## src/hdl/degio_pkg.sv

```systemverilog
// Package with the register map, field positions and reset values of the pad logic.
package degio_pkg;

   localparam int ADDR_W = 4;
   localparam int DATA_W = 32;

   // Register byte addresses.
   localparam logic [ADDR_W-1:0] CONFIG_ADDR = 4'h0;
   localparam logic [ADDR_W-1:0] ROUTE_ADDR  = 4'h4;
   localparam logic [ADDR_W-1:0] STATUS_ADDR = 4'h8;

   // Configuration register field positions.
   localparam int CFG_IN_REG    = 0;
   localparam int CFG_OUT_REG   = 1;
   localparam int CFG_OE_REG    = 2;
   localparam int CFG_IN_FALL   = 3;
   localparam int CFG_OUT_FALL  = 4;
   localparam int CFG_OE_FALL   = 5;
   localparam int CFG_DUAL_EDGE = 6;
   localparam int CFG_RESYNC    = 7;
   localparam int CFG_OUT_INV   = 8;
   localparam int CFG_PULL_UP   = 9;
   localparam int CFG_PULL_DOWN = 10;
   localparam int CFG_W         = 11;
   localparam logic [CFG_W-1:0] CONFIG_RESET = 11'h000;

   // Bypass route field, one code per destination.
   localparam int ROUTE_W = 2;
   localparam logic [ROUTE_W-1:0] ROUTE_RESET = 2'h0;
   localparam logic [ROUTE_W-1:0] ROUTE_GLOBAL_CLOCK_NET  = 2'h0;
   localparam logic [ROUTE_W-1:0] ROUTE_GLOBAL_CONTROL_NET = 2'h1;
   localparam logic [ROUTE_W-1:0] ROUTE_SYNTH = 2'h2;
   localparam logic [ROUTE_W-1:0] ROUTE_CAM   = 2'h3;

   // Status register field positions.
   localparam int STS_PAD     = 0;
   localparam int STS_OE      = 1;
   localparam int STS_RISE    = 2;
   localparam int STS_FALL    = 3;
   localparam int STS_DIFF    = 4;
   localparam int STS_PAD_OUT = 5;

   // Index of each asynchronous input in the synchroniser bank.
   localparam int SYN_PAD = 0;
   localparam int SYN_CAP = 1;
   localparam int SYN_LAU = 2;
   localparam int SYN_N   = 3;

endpackage : degio_pkg

```

## src/hdl/degio_top.sv

```systemverilog
// Pad I/O logic with optional registers, dual-edge capture and launch, and a bypass input.
`timescale 1ns/1ns

////////////////////////////////////////////////////////////////////////////////////////////////////
module degio_top #(
   parameter bit DIFF_PAIR = 1'b0                     // Pin sits on a differential-pair resource
) (
   input  wire logic                         CLK_I,              // System clock, 20 MHz
   input  wire logic                         RESETN_I,           // Asynchronous reset, active low
   input  wire logic                         CE_I,               // Clock enable, freezes state
   input  wire logic [degio_pkg::ADDR_W-1:0] ADDR_I,             // Register byte address
   input  wire logic [degio_pkg::DATA_W-1:0] WDATA_I,            // Register write data
   input  wire logic                         WR_I,               // Write strobe
   input  wire logic                         RD_I,               // Read strobe
   output logic      [degio_pkg::DATA_W-1:0] RDATA_O,            // Read data, cycle after strobe
   input  wire logic                         PAD_I,              // Pad level seen at the buffer
   output logic                              PAD_O,              // Pad drive value
   output logic                              PAD_OE_O,           // Pad driver enable, high drives
   output logic                              PULL_UP_O,          // Weak pull-up enable
   output logic                              PULL_DOWN_O,        // Weak pull-down enable
   input  wire logic                         CAPTURE_CLOCK_I,    // Core clock for input registers
   input  wire logic                         LAUNCH_CLOCK_I,     // Core clock for output registers
   input  wire logic                         CORE_OUT_RISE_I,    // Core data, rising-edge bit
   input  wire logic                         CORE_OUT_FALL_I,    // Core data, falling-edge bit
   input  wire logic                         DRIVE_ENABLE_I,     // Core drive enable
   output logic                              PAD_SAMPLE_RISE_O,  // Pad sample, rising-edge bit
   output logic                              PAD_SAMPLE_FALL_O,  // Pad sample, falling-edge bit
   output logic                              GLOBAL_CLOCK_NET_O, // Bypass to global clock net
   output logic                              GLOBAL_CONTROL_NET_O, // Bypass to control net
   output logic                              SYNTH_REF_CLOCK_O,  // Bypass to synthesizer ref
   output logic                              CAMERA_LINK_REF_CLOCK_O // Bypass to camera link ref
);
   import degio_pkg::*;

   ////////////////////////////////////////////////////////////////////////////////////////////////
   // Synchronisers for the pad and the two core clocks, which arrive from other domains.

   logic [SYN_N-1:0] async_in;
   logic [SYN_N-1:0] sync_a;
   logic [SYN_N-1:0] sync_b;
   logic [SYN_N-1:0] sync_c;

   assign async_in = {LAUNCH_CLOCK_I, CAPTURE_CLOCK_I, PAD_I};

   genvar g;
   generate
      for (g = 0; g < SYN_N; g++) begin : g_sync
         always_ff @(posedge CLK_I or negedge RESETN_I) begin
            if (!RESETN_I) begin
               sync_a[g] <= 1'b0;
               sync_b[g] <= 1'b0;
               sync_c[g] <= 1'b0;
            end else if (CE_I) begin
               sync_a[g] <= async_in[g];
               sync_b[g] <= sync_a[g];
               sync_c[g] <= sync_b[g];
            end
         end
      end
   endgenerate

   logic pad_level;
   logic cap_rise;
   logic cap_fall;
   logic lau_rise;
   logic lau_fall;

   // Edges of the core clocks are seen as transitions of their synchronised copies.
   assign pad_level = sync_b[SYN_PAD];
   assign cap_rise  = sync_b[SYN_CAP] & ~sync_c[SYN_CAP];
   assign cap_fall  = ~sync_b[SYN_CAP] & sync_c[SYN_CAP];
   assign lau_rise  = sync_b[SYN_LAU] & ~sync_c[SYN_LAU];
   assign lau_fall  = ~sync_b[SYN_LAU] & sync_c[SYN_LAU];

   ////////////////////////////////////////////////////////////////////////////////////////////////
   // Register file.

   logic [CFG_W-1:0]   config_q;
   logic [ROUTE_W-1:0] route;
   logic [DATA_W-1:0]  rdata;
   logic [CFG_W-1:0]   next_config;
   logic [ROUTE_W-1:0] next_route;
   logic [DATA_W-1:0]  next_rdata;
   logic               dual_ok;

   // A differential-pair pin never enters dual-edge mode, whatever software writes.
   assign dual_ok = config_q[CFG_DUAL_EDGE] & ~DIFF_PAIR;

   always_comb begin
      next_config = config_q;
      next_route  = route;
      next_rdata  = '0;
      if (WR_I && ADDR_I == CONFIG_ADDR) begin
         next_config = WDATA_I[CFG_W-1:0];
         if (DIFF_PAIR) begin
            next_config[CFG_PULL_DOWN] = 1'b0;
            next_config[CFG_DUAL_EDGE] = 1'b0;
         end
      end
      if (WR_I && ADDR_I == ROUTE_ADDR) begin
         next_route = WDATA_I[ROUTE_W-1:0];
      end
      if (RD_I) begin
         case (ADDR_I)
            CONFIG_ADDR: next_rdata[CFG_W-1:0] = config_q;
            ROUTE_ADDR:  next_rdata[ROUTE_W-1:0] = route;
            STATUS_ADDR: begin
               next_rdata[STS_PAD]     = pad_level;
               next_rdata[STS_OE]      = PAD_OE_O;
               next_rdata[STS_RISE]    = PAD_SAMPLE_RISE_O;
               next_rdata[STS_FALL]    = PAD_SAMPLE_FALL_O;
               next_rdata[STS_DIFF]    = DIFF_PAIR;
               next_rdata[STS_PAD_OUT] = PAD_O;
            end
            default: next_rdata = '0;
         endcase
      end
   end

   always_ff @(posedge CLK_I or negedge RESETN_I) begin
      if (!RESETN_I) begin
         config_q <= CONFIG_RESET;
         route    <= ROUTE_RESET;
         RDATA_O  <= '0;
      end else if (CE_I) begin
         config_q <= next_config;
         route    <= next_route;
         RDATA_O  <= next_rdata;
      end
   end

   ////////////////////////////////////////////////////////////////////////////////////////////////
   // Output and drive-enable paths; the optional registers step on launch clock edges, unregistered paths follow the core each clock.

   logic out_hold_fall;
   logic oe_q;
   logic next_pad;
   logic next_oe;
   logic next_out_hold_fall;
   logic next_oe_q;
   logic out_edge;
   logic oe_edge;
   logic out_val;

   assign out_edge = config_q[CFG_OUT_FALL] ? lau_fall : lau_rise;
   assign oe_edge  = config_q[CFG_OE_FALL] ? lau_fall : lau_rise;

   always_comb begin
      next_pad           = PAD_O;
      next_out_hold_fall = out_hold_fall;
      next_oe_q          = oe_q;
      out_val            = PAD_O ^ config_q[CFG_OUT_INV];
      if (oe_edge) begin
         next_oe_q = DRIVE_ENABLE_I;
      end
      if (!config_q[CFG_OUT_REG]) begin
         out_val = CORE_OUT_RISE_I;
      end else if (dual_ok && config_q[CFG_RESYNC]) begin
         // Both bits are taken on the rising edge, the falling bit is replayed later.
         if (lau_rise) begin
            out_val            = CORE_OUT_RISE_I;
            next_out_hold_fall = CORE_OUT_FALL_I;
         end else if (lau_fall) begin
            out_val = out_hold_fall;
         end
      end else if (dual_ok) begin
         if (lau_rise) begin
            out_val = CORE_OUT_RISE_I;
         end else if (lau_fall) begin
            out_val = CORE_OUT_FALL_I;
         end
      end else if (out_edge) begin
         out_val = CORE_OUT_RISE_I;
      end
      // Inversion belongs to the output register only.
      next_pad = config_q[CFG_OUT_REG] ? out_val ^ config_q[CFG_OUT_INV] : out_val;
      next_oe  = config_q[CFG_OE_REG] ? next_oe_q : DRIVE_ENABLE_I;
   end

   always_ff @(posedge CLK_I or negedge RESETN_I) begin
      if (!RESETN_I) begin
         PAD_O         <= 1'b0;
         PAD_OE_O      <= 1'b0;
         out_hold_fall <= 1'b0;
         oe_q          <= 1'b0;
      end else if (CE_I) begin
         PAD_O         <= next_pad;
         PAD_OE_O      <= next_oe;
         out_hold_fall <= next_out_hold_fall;
         oe_q          <= next_oe_q;
      end
   end

   ////////////////////////////////////////////////////////////////////////////////////////////////
   // Input path; the pad is sampled whether or not the driver is enabled.

   logic in_hold_fall;
   logic next_rise;
   logic next_fall;
   logic next_in_hold_fall;
   logic in_edge;

   assign in_edge = config_q[CFG_IN_FALL] ? cap_fall : cap_rise;

   always_comb begin
      next_rise         = PAD_SAMPLE_RISE_O;
      next_fall         = PAD_SAMPLE_FALL_O;
      next_in_hold_fall = in_hold_fall;
      if (!config_q[CFG_IN_REG]) begin
         next_rise = pad_level;
      end else if (dual_ok && config_q[CFG_RESYNC]) begin
         // The falling capture waits half a cycle to appear beside the rising one.
         if (cap_fall) begin
            next_in_hold_fall = pad_level;
         end
         if (cap_rise) begin
            next_rise = pad_level;
            next_fall = in_hold_fall;
         end
      end else if (dual_ok) begin
         if (cap_rise) begin
            next_rise = pad_level;
         end
         if (cap_fall) begin
            next_fall = pad_level;
         end
      end else if (in_edge) begin
         next_rise = pad_level;
      end
   end

   always_ff @(posedge CLK_I or negedge RESETN_I) begin
      if (!RESETN_I) begin
         PAD_SAMPLE_RISE_O       <= 1'b0;
         PAD_SAMPLE_FALL_O       <= 1'b0;
         in_hold_fall            <= 1'b0;
      end else if (CE_I) begin
         PAD_SAMPLE_RISE_O       <= next_rise;
         PAD_SAMPLE_FALL_O       <= next_fall;
         in_hold_fall            <= next_in_hold_fall;
      end
   end

   ////////////////////////////////////////////////////////////////////////////////////////////////
   // Bypass routes and pull controls.

   logic next_global_clock_net;
   logic next_global_control_net;
   logic next_synth;
   logic next_cam;
   logic next_pull_up;
   logic next_pull_down;

   // The bypass takes no capture register, only the synchroniser and the output stage.
   // Registering it adds latency but keeps every output on a flip-flop; a clock routed
   // this way therefore has to be far slower than the system clock.
   always_comb begin
      next_global_clock_net      = (route == ROUTE_GLOBAL_CLOCK_NET) & pad_level;
      next_global_control_net     = (route == ROUTE_GLOBAL_CONTROL_NET) & pad_level;
      next_synth     = (route == ROUTE_SYNTH) & pad_level;
      next_cam       = (route == ROUTE_CAM) & pad_level;
      // A differential-pair pin keeps its pull-down off whatever the configuration says.
      next_pull_up   = config_q[CFG_PULL_UP];
      next_pull_down = config_q[CFG_PULL_DOWN] & ~DIFF_PAIR;
   end

   always_ff @(posedge CLK_I or negedge RESETN_I) begin
      if (!RESETN_I) begin
         GLOBAL_CLOCK_NET_O      <= 1'b0;
         GLOBAL_CONTROL_NET_O    <= 1'b0;
         SYNTH_REF_CLOCK_O       <= 1'b0;
         CAMERA_LINK_REF_CLOCK_O <= 1'b0;
         PULL_UP_O               <= 1'b0;
         PULL_DOWN_O             <= 1'b0;
      end else if (CE_I) begin
         GLOBAL_CLOCK_NET_O      <= next_global_clock_net;
         GLOBAL_CONTROL_NET_O    <= next_global_control_net;
         SYNTH_REF_CLOCK_O       <= next_synth;
         CAMERA_LINK_REF_CLOCK_O <= next_cam;
         PULL_UP_O               <= next_pull_up;
         PULL_DOWN_O             <= next_pull_down;
      end
   end

endmodule : degio_top
```

## config.mk

```make
export PLATFORM = sky130hd
export DESIGN_NAME = degio_top
export DESIGN_NICKNAME = d
export VERILOG_FILES = /design/src/hdl/degio_pkg.sv /design/src/hdl/degio_top.sv
export SDC_FILE = /design/constraint.sdc
export NUM_CORES = 1
export LEC_CHECK = 0
export BUFFER_PORTS_ARGS = -buffer_cell sky130_fd_sc_hd__buf_2
export CAP_MARGIN = 5
export CELL_PAD_IN_SITES_DETAIL_PLACEMENT = 1
export CELL_PAD_IN_SITES_GLOBAL_PLACEMENT = 2
export CORE_UTILIZATION = 32
export CTS_CLUSTER_SIZE = 8
export DETAILED_ROUTE_END_ITERATION = 6
export HOLD_SLACK_MARGIN = 0.03
export PLACE_DENSITY = 0.91
export SLEW_MARGIN = 20
export SYNTH_ARGS = -nofsm -noshare
export SYNTH_HDL_FRONTEND = slang
export SYNTH_SLANG_ARGS = --single-unit
```

## constraint.sdc

```tcl
create_clock -name CLK_I -period 3.4 [get_ports CLK_I]
set_clock_uncertainty 0.05 [all_clocks]
set_input_delay 0.17 -clock CLK_I [delete_from_list [all_inputs] [get_ports CLK_I]]
set_output_delay 0.17 -clock CLK_I [all_outputs]
set_load 0.01 [all_outputs]
```

---- Word level (Yosys, flattened, before mapping) ----
Cells that the tools add are included.
word-level totals
  memory bits (read-only) ................. 0
  memory bits (writable) .................. 0
  memories ................................ 0
  bits in latches ......................... 0
  bits in registers ....................... 66
  word-level logic and storage cells ...... 85
cells by class
  equal/unequal tests ..................... 7
  bitwise operators ....................... 14
  $mul .................................... 0
  shift operators ......................... 0
  magnitude comparators ................... 0
  mux-type cells .......................... 27
  reductions and logical operators ........ 13
  $add $sub $neg .......................... 0
  div/mod/pow operators ................... 0
operators with widths
  kind                                                    number
  2-to-1 mux 1 bit                                        23
  2-to-1 mux 11 bit                                       1
  AND 1 bit                                               8
  one-hot mux 4 bit (2 select lines)                      1
  AND reduction 4 bit                                     2
  one-hot mux 2 bit (3 select lines)                      1
  AND reduction 2 bit                                     3
  2-to-1 mux 5 bit                                        1
  AND reduction 5 bit                                     1
  equality test 2 bit (second input constant)             2
  equality test 4 x 3 -> 1 bit (second input constant)    1
  equality test 4 bit (second input constant)             1
  logical NOT 4 bit                                       1
  inequality test 4 x 1 -> 1 bit (second input constant)  1
  inverter 1 bit                                          4
  nonzero test 2 bit                                      2
  logical AND 1 bit                                       3
  equality test 2 x 1 -> 1 bit (second input constant)    1
  logical NOT 2 bit                                       1
  inequality test 2 bit (second input constant)           1
  bitwise XOR 1 bit                                       2

---- Longest topological paths before layout ----
  depth after elaboration ................. 9
  mapped depth ............................ 5
  depth with buffers taken out ............ 4

---- Worst setup path after synthesis ----
No wires, ideal clock.
  path type ............................... register to register
  start ................................... reg sync_c[2]
  end ..................................... reg PAD_O
  slack ................................... 1.960 ns
  cell stages (with the launch flop) ...... 4
  arrival time ............................ 1.306 ns
  data required time ...................... 3.266 ns
  library setup time ...................... 0.084 ns
  period minus slack after synthesis ...... 1.440 ns
  path through ............................ dfrtp_1 or3b_1 a311o_1 a41oi_2
on the way
  longest elaborated chain between the ends .. 9
  elaborated cells on any way between the ends .. 14
RTL lines
  element                          RTL line          source
  start, declared                  degio_top.sv:41   logic [SYN_N-1:0] sync_c;
  start signal, assigned by index  degio_top.sv:56   sync_c[g] <= sync_b[g];
  inverter 1 bit                   degio_top.sv:72   assign lau_rise = sync_b[SYN_LAU] & ~sync_c[SYN_LAU];
  AND 1 bit                        degio_top.sv:72
  2-to-1 mux 1 bit                 degio_top.sv:145  assign out_edge = config_q[CFG_OUT_FALL] ? lau_fall : lau_rise;
  2-to-1 mux 1 bit                 degio_top.sv:172  end else if (out_edge) begin
  2-to-1 mux 1 bit                 degio_top.sv:166  end else if (dual_ok) begin
  2-to-1 mux 1 bit *               degio_top.sv:158  end else if (dual_ok && config_q[CFG_RESYNC]) begin
  2-to-1 mux 1 bit *               degio_top.sv:156  if (!config_q[CFG_OUT_REG]) begin
  bitwise XOR 1 bit                degio_top.sv:176  next_pad = config_q[CFG_OUT_REG] ? out_val ^ config_q[CFG_OUT_INV] : out_val;
  2-to-1 mux 1 bit *               degio_top.sv:176
  end signal, assigned             degio_top.sv:187  PAD_O <= next_pad;
  end, declared                    degio_top.sv:17   output logic PAD_O,
Mark *: on every way between the ends. The rest lies on a longest branch, timed or not.
A chain may end at the register's enable or synchronous reset.

---- Final worst setup path ----
  start ................................... reg sync_b[2]
  end ..................................... reg out_hold_fall
on the way
  longest elaborated chain between the ends .. 2
RTL lines
  element                          RTL line          source
  start, declared                  degio_top.sv:40   logic [SYN_N-1:0] sync_b;
  start signal, assigned by index  degio_top.sv:55   sync_b[g] <= sync_a[g];
  AND 1 bit                        degio_top.sv:72
  AND reduction 4 bit (no line)    --
  end signal, assigned             degio_top.sv:189  out_hold_fall <= next_out_hold_fall;
  end, declared                    degio_top.sv:135  logic out_hold_fall;
No other way between the ends.

==> impl_metrics.json <==
{
  "avgSynthCellArea_um2": 12.4,
  "hpwl_um": 3240,
  "synth_top_area_frac": 0.523,
  "cp-end-kind": "flop",
  "drv_slew": 0,
  "min_period_ns": 1.60,
  "fp-row-count": 29,
  "cp_num_cells": 3,
  "grt_first_pass_wirelength_um": 7530,
  "start_kind": "flop",
  "max_stage_delay_ns": 0.47,
  "cts-root-buf": "clkbuf_8",
  "hold_violations": 0,
  "crit_arrival_ns": 1.74,
  "cts_resized": 0,
  "tightest_slew_ns": 0.950,
  "dp_worst_setup_slack_ns": 1.53,
  "grt_max_degree": 46,
  "synth-xor-area-share": 0.00407,
  "synth_top_family_by_area": "multiplexers",
  "setup_viol": 0,
  "via_per_inst": 4.92,
  "area_growth_pct": 15.2,
  "clock_path_buffers": 2,
  "n_fill_cell": 725,
  "synthSimpleGateAreaFrac": 0.0877,
  "rsz0062_at_grt": "false",
  "port_buffers": 46,
  "synth_fa_ha_area_frac": 0,
  "path_max_fanout": 9,
  "ant_nets": 0,
  "period_share": 0.471,
  "status": "finished with violations",
  "p_per_area_nw_per_um2": 504,
  "dr_total_vias": 1480,
  "die_h_um": 84.1,
  "synthCells": 174,
  "yosysWarnings": 0,
  "rrSetupSlack_ns": 1.80,
  "drive_gt1_frac": 0.388,
  "hold_ws_ns": 0.0452,
  "netlist_top_cells_area": "dfrtp_1, mux2_2, buf_4",
  "synth_compound_area_frac": 0.0970,
  "grt_overflow_total": 0,
  "multi_input_area_um2": 912,
  "grt_pass1_vias": 1468,
  "start_util": 0.335,
  "htree_levels": 2,
  "netlist_area_um2": 2150,
  "wl_per_cell_um": 15.2,
  "numClockSinks": 45,
  "final_nets": 270,
  "n_antenna_cell": 0,
  "clk_latency_ns": 0.30,
  "r2r_start": "sync_b[2]$_DFFE_PN0P_",
  "yosysUniqueCellTypes": 34,
  "utilization": 0.387,
  "ys_ff_latch": 45,
  "setup_tns_ns": 0,
  "crit_start": "sync_b[2]$_DFFE_PN0P_",
  "critPathKind": "flop to flop",
  "tritoncts": "done",
  "min_path_type": "input pin to flop",
  "synthMuxAreaShare": 0.198,
  "violations": "DRC",
  "max_freq_mhz": 624,
  "crit_family": "simple AND/OR/NAND/NOR gates",
  "yosysTopAreaCell": "dfrtp_1",
  "post-cts-setup-buffer-count": 0,
  "cp.required_ns": 3.54,
  "first_pass_iters": 6,
  "die_area_um2": 7070,
  "drc": 10,
  "cts_made_buffers": 5,
  "worstPathCellList": "or2b_1 -> nor3_1 -> mux2_2",
  "routed_wl_um": 4580,
  "power_leakage_nw": 1.23,
  "ff2ff_path_depth": 3,
  "max_cap_viol_count": 0,
  "core_area_um2": 6420,
  "postLayoutSetupSlackWorst_ns": 1.80,
  "grt_use_total": 0.138,
  "r2r-end": "out_hold_fall$_DFFE_PN0P_",
  "clk_pin_slew_ns": 0.09,
  "antenna_found_initial": 0,
  "seqCellArea_um2": 1130,
  "ir_drop_v": 0.000219,
  "critPathBufInv": 0,
  "top_level_ports": 89,
  "gp_congestion": 0.712,
  "drt_iter0_markers": 82,
  "cts-hold-fix-buffers": 1,
  "slowest_stage": "dfrtp_1",
  "die_x_um": 84.1,
  "max-slew-margin-rel": 0.362,
  "ys_seq_area_frac": 0.523,
  "critPathCapture": "out_hold_fall$_DFFE_PN0P_"
}
## power breakdown
| part | internal [W] | switching [W] |
|---|---|---|
| registers | 0.000608 | 0.0000717 |
| clock network | 0.000142 | 0.000189 |
| logic | 0.000125 | 0.000115 |
| total | 0.000875 | 0.000377 |
## metrics by stage
step | total power [W] | instances | instance area (um2)
final | 0.00125 | 301 | 2480
after floorplan | 0.000853 | 194 | 2230
after detailed placement | 0.000934 | 292 | 2380
after global placement | 0.000921 | 292 | 2380
after CTS | 0.00127 | 301 | 2480
after global routing | 0.00132 | 301 | 2480
## sequential cells by signal (all words and copies together) (netlist names)
signal / flops
RDATA_O: 11
config_q: 11
sync_a: 3
route: 2
sync_b: 2
sync_c: 2
CAMERA_LINK_REF_CLOCK_O: 1
GLOBAL_CLOCK_NET_O: 1
GLOBAL_CONTROL_NET_O: 1
PAD_O: 1
PAD_OE_O: 1
PAD_SAMPLE_FALL_O: 1
PAD_SAMPLE_RISE_O: 1
PULL_DOWN_O: 1
PULL_UP_O: 1
SYNTH_REF_CLOCK_O: 1
in_hold_fall: 1
oe_q: 1
out_hold_fall: 1
pad_level: 1
## worst min path at each step
stage	startpoint	endpoint	cells past startpoint
2_1_floorplan	RESETN_I	CAMERA_LINK_REF_CLOCK_O$_DFFE_PN0P_	0
3_3_place_gp	RESETN_I	RDATA_O[3]$_DFFE_PN0P_	1
3_5_place_dp	RESETN_I	config_q[3]$_DFFE_PN0P_	1
4_1_cts	CAPTURE_CLOCK_I	sync_a[1]$_DFFE_PN0P_	2
5_1_grt	CAPTURE_CLOCK_I	sync_a[1]$_DFFE_PN0P_	2
6_report	CAPTURE_CLOCK_I	sync_a[1]$_DFFE_PN0P_	2
## placed cells by master (no fill, tap or decap), drive strengths merged, types with 2 or more instances in the layout
cell type,count
buf,47
mux2,29
a22o,6
mux2i,10
a21oi,4
nor3,2
nor2,5
inv,3
o2bb2ai,9
clkbuf,5
conb,21
o21ai,3
nand2b,6
nand3,2
dfrtp,45
nand3b,2
clkinv,2
nand2,5
nand4,2
## cells in the mapped netlist, drive strengths merged
cell and number:
nand4 2, clkbuf 2, nor3b 1, or2b 1, inv 3, nor2b 1, nor4 1, xor2 1
or3b 1, nand3 2, o21ai 3, nand3b 2, nor2 5, o2bb2ai 9, or2 1, a41oi 1
conb 1, and4 1, mux2 29, buf 24, o2111ai 1, a22o 6, a21oi 4, and3b 1
mux2i 10, dfrtp 45, nor3 2, nand2b 6, nand2 5, or3 1, o211ai 1, a311o 1
## cells by family after synthesis
| kind of cell | after synthesis |
|---|---|
| flops | 45 |
| mux | 39 |
| simple gates | 33 |
| buf+inv | 29 |
| compound gates | 26 |
| xor+xnor | 1 |
| other cells | 1 |
## per-layer routing
layer / routed length (um) / part of all wire / global-route usage / up-vias
li1: - / - / - / 685
met4: 59 / 0.013 / 0.0470 / 0
met5: 0 / 0 / 0 / -
met2: 2230 / 0.49 / 0.225 / 39
met3: 200 / 0.044 / 0.0386 / 7
met1: 2080 / 0.45 / 0.177 / 749
## layout make-up
cell class,instances,area share
flip-flops and latches,45,0.454
multi-input cells,120,0.367
repair buffers,48,0.101
well taps,77,0.0388
clock buffers,5,0.0277
clock inverters,3,0.00706
inverters,3,0.00454
Note: power is estimated with default switching activity, not from simulation.
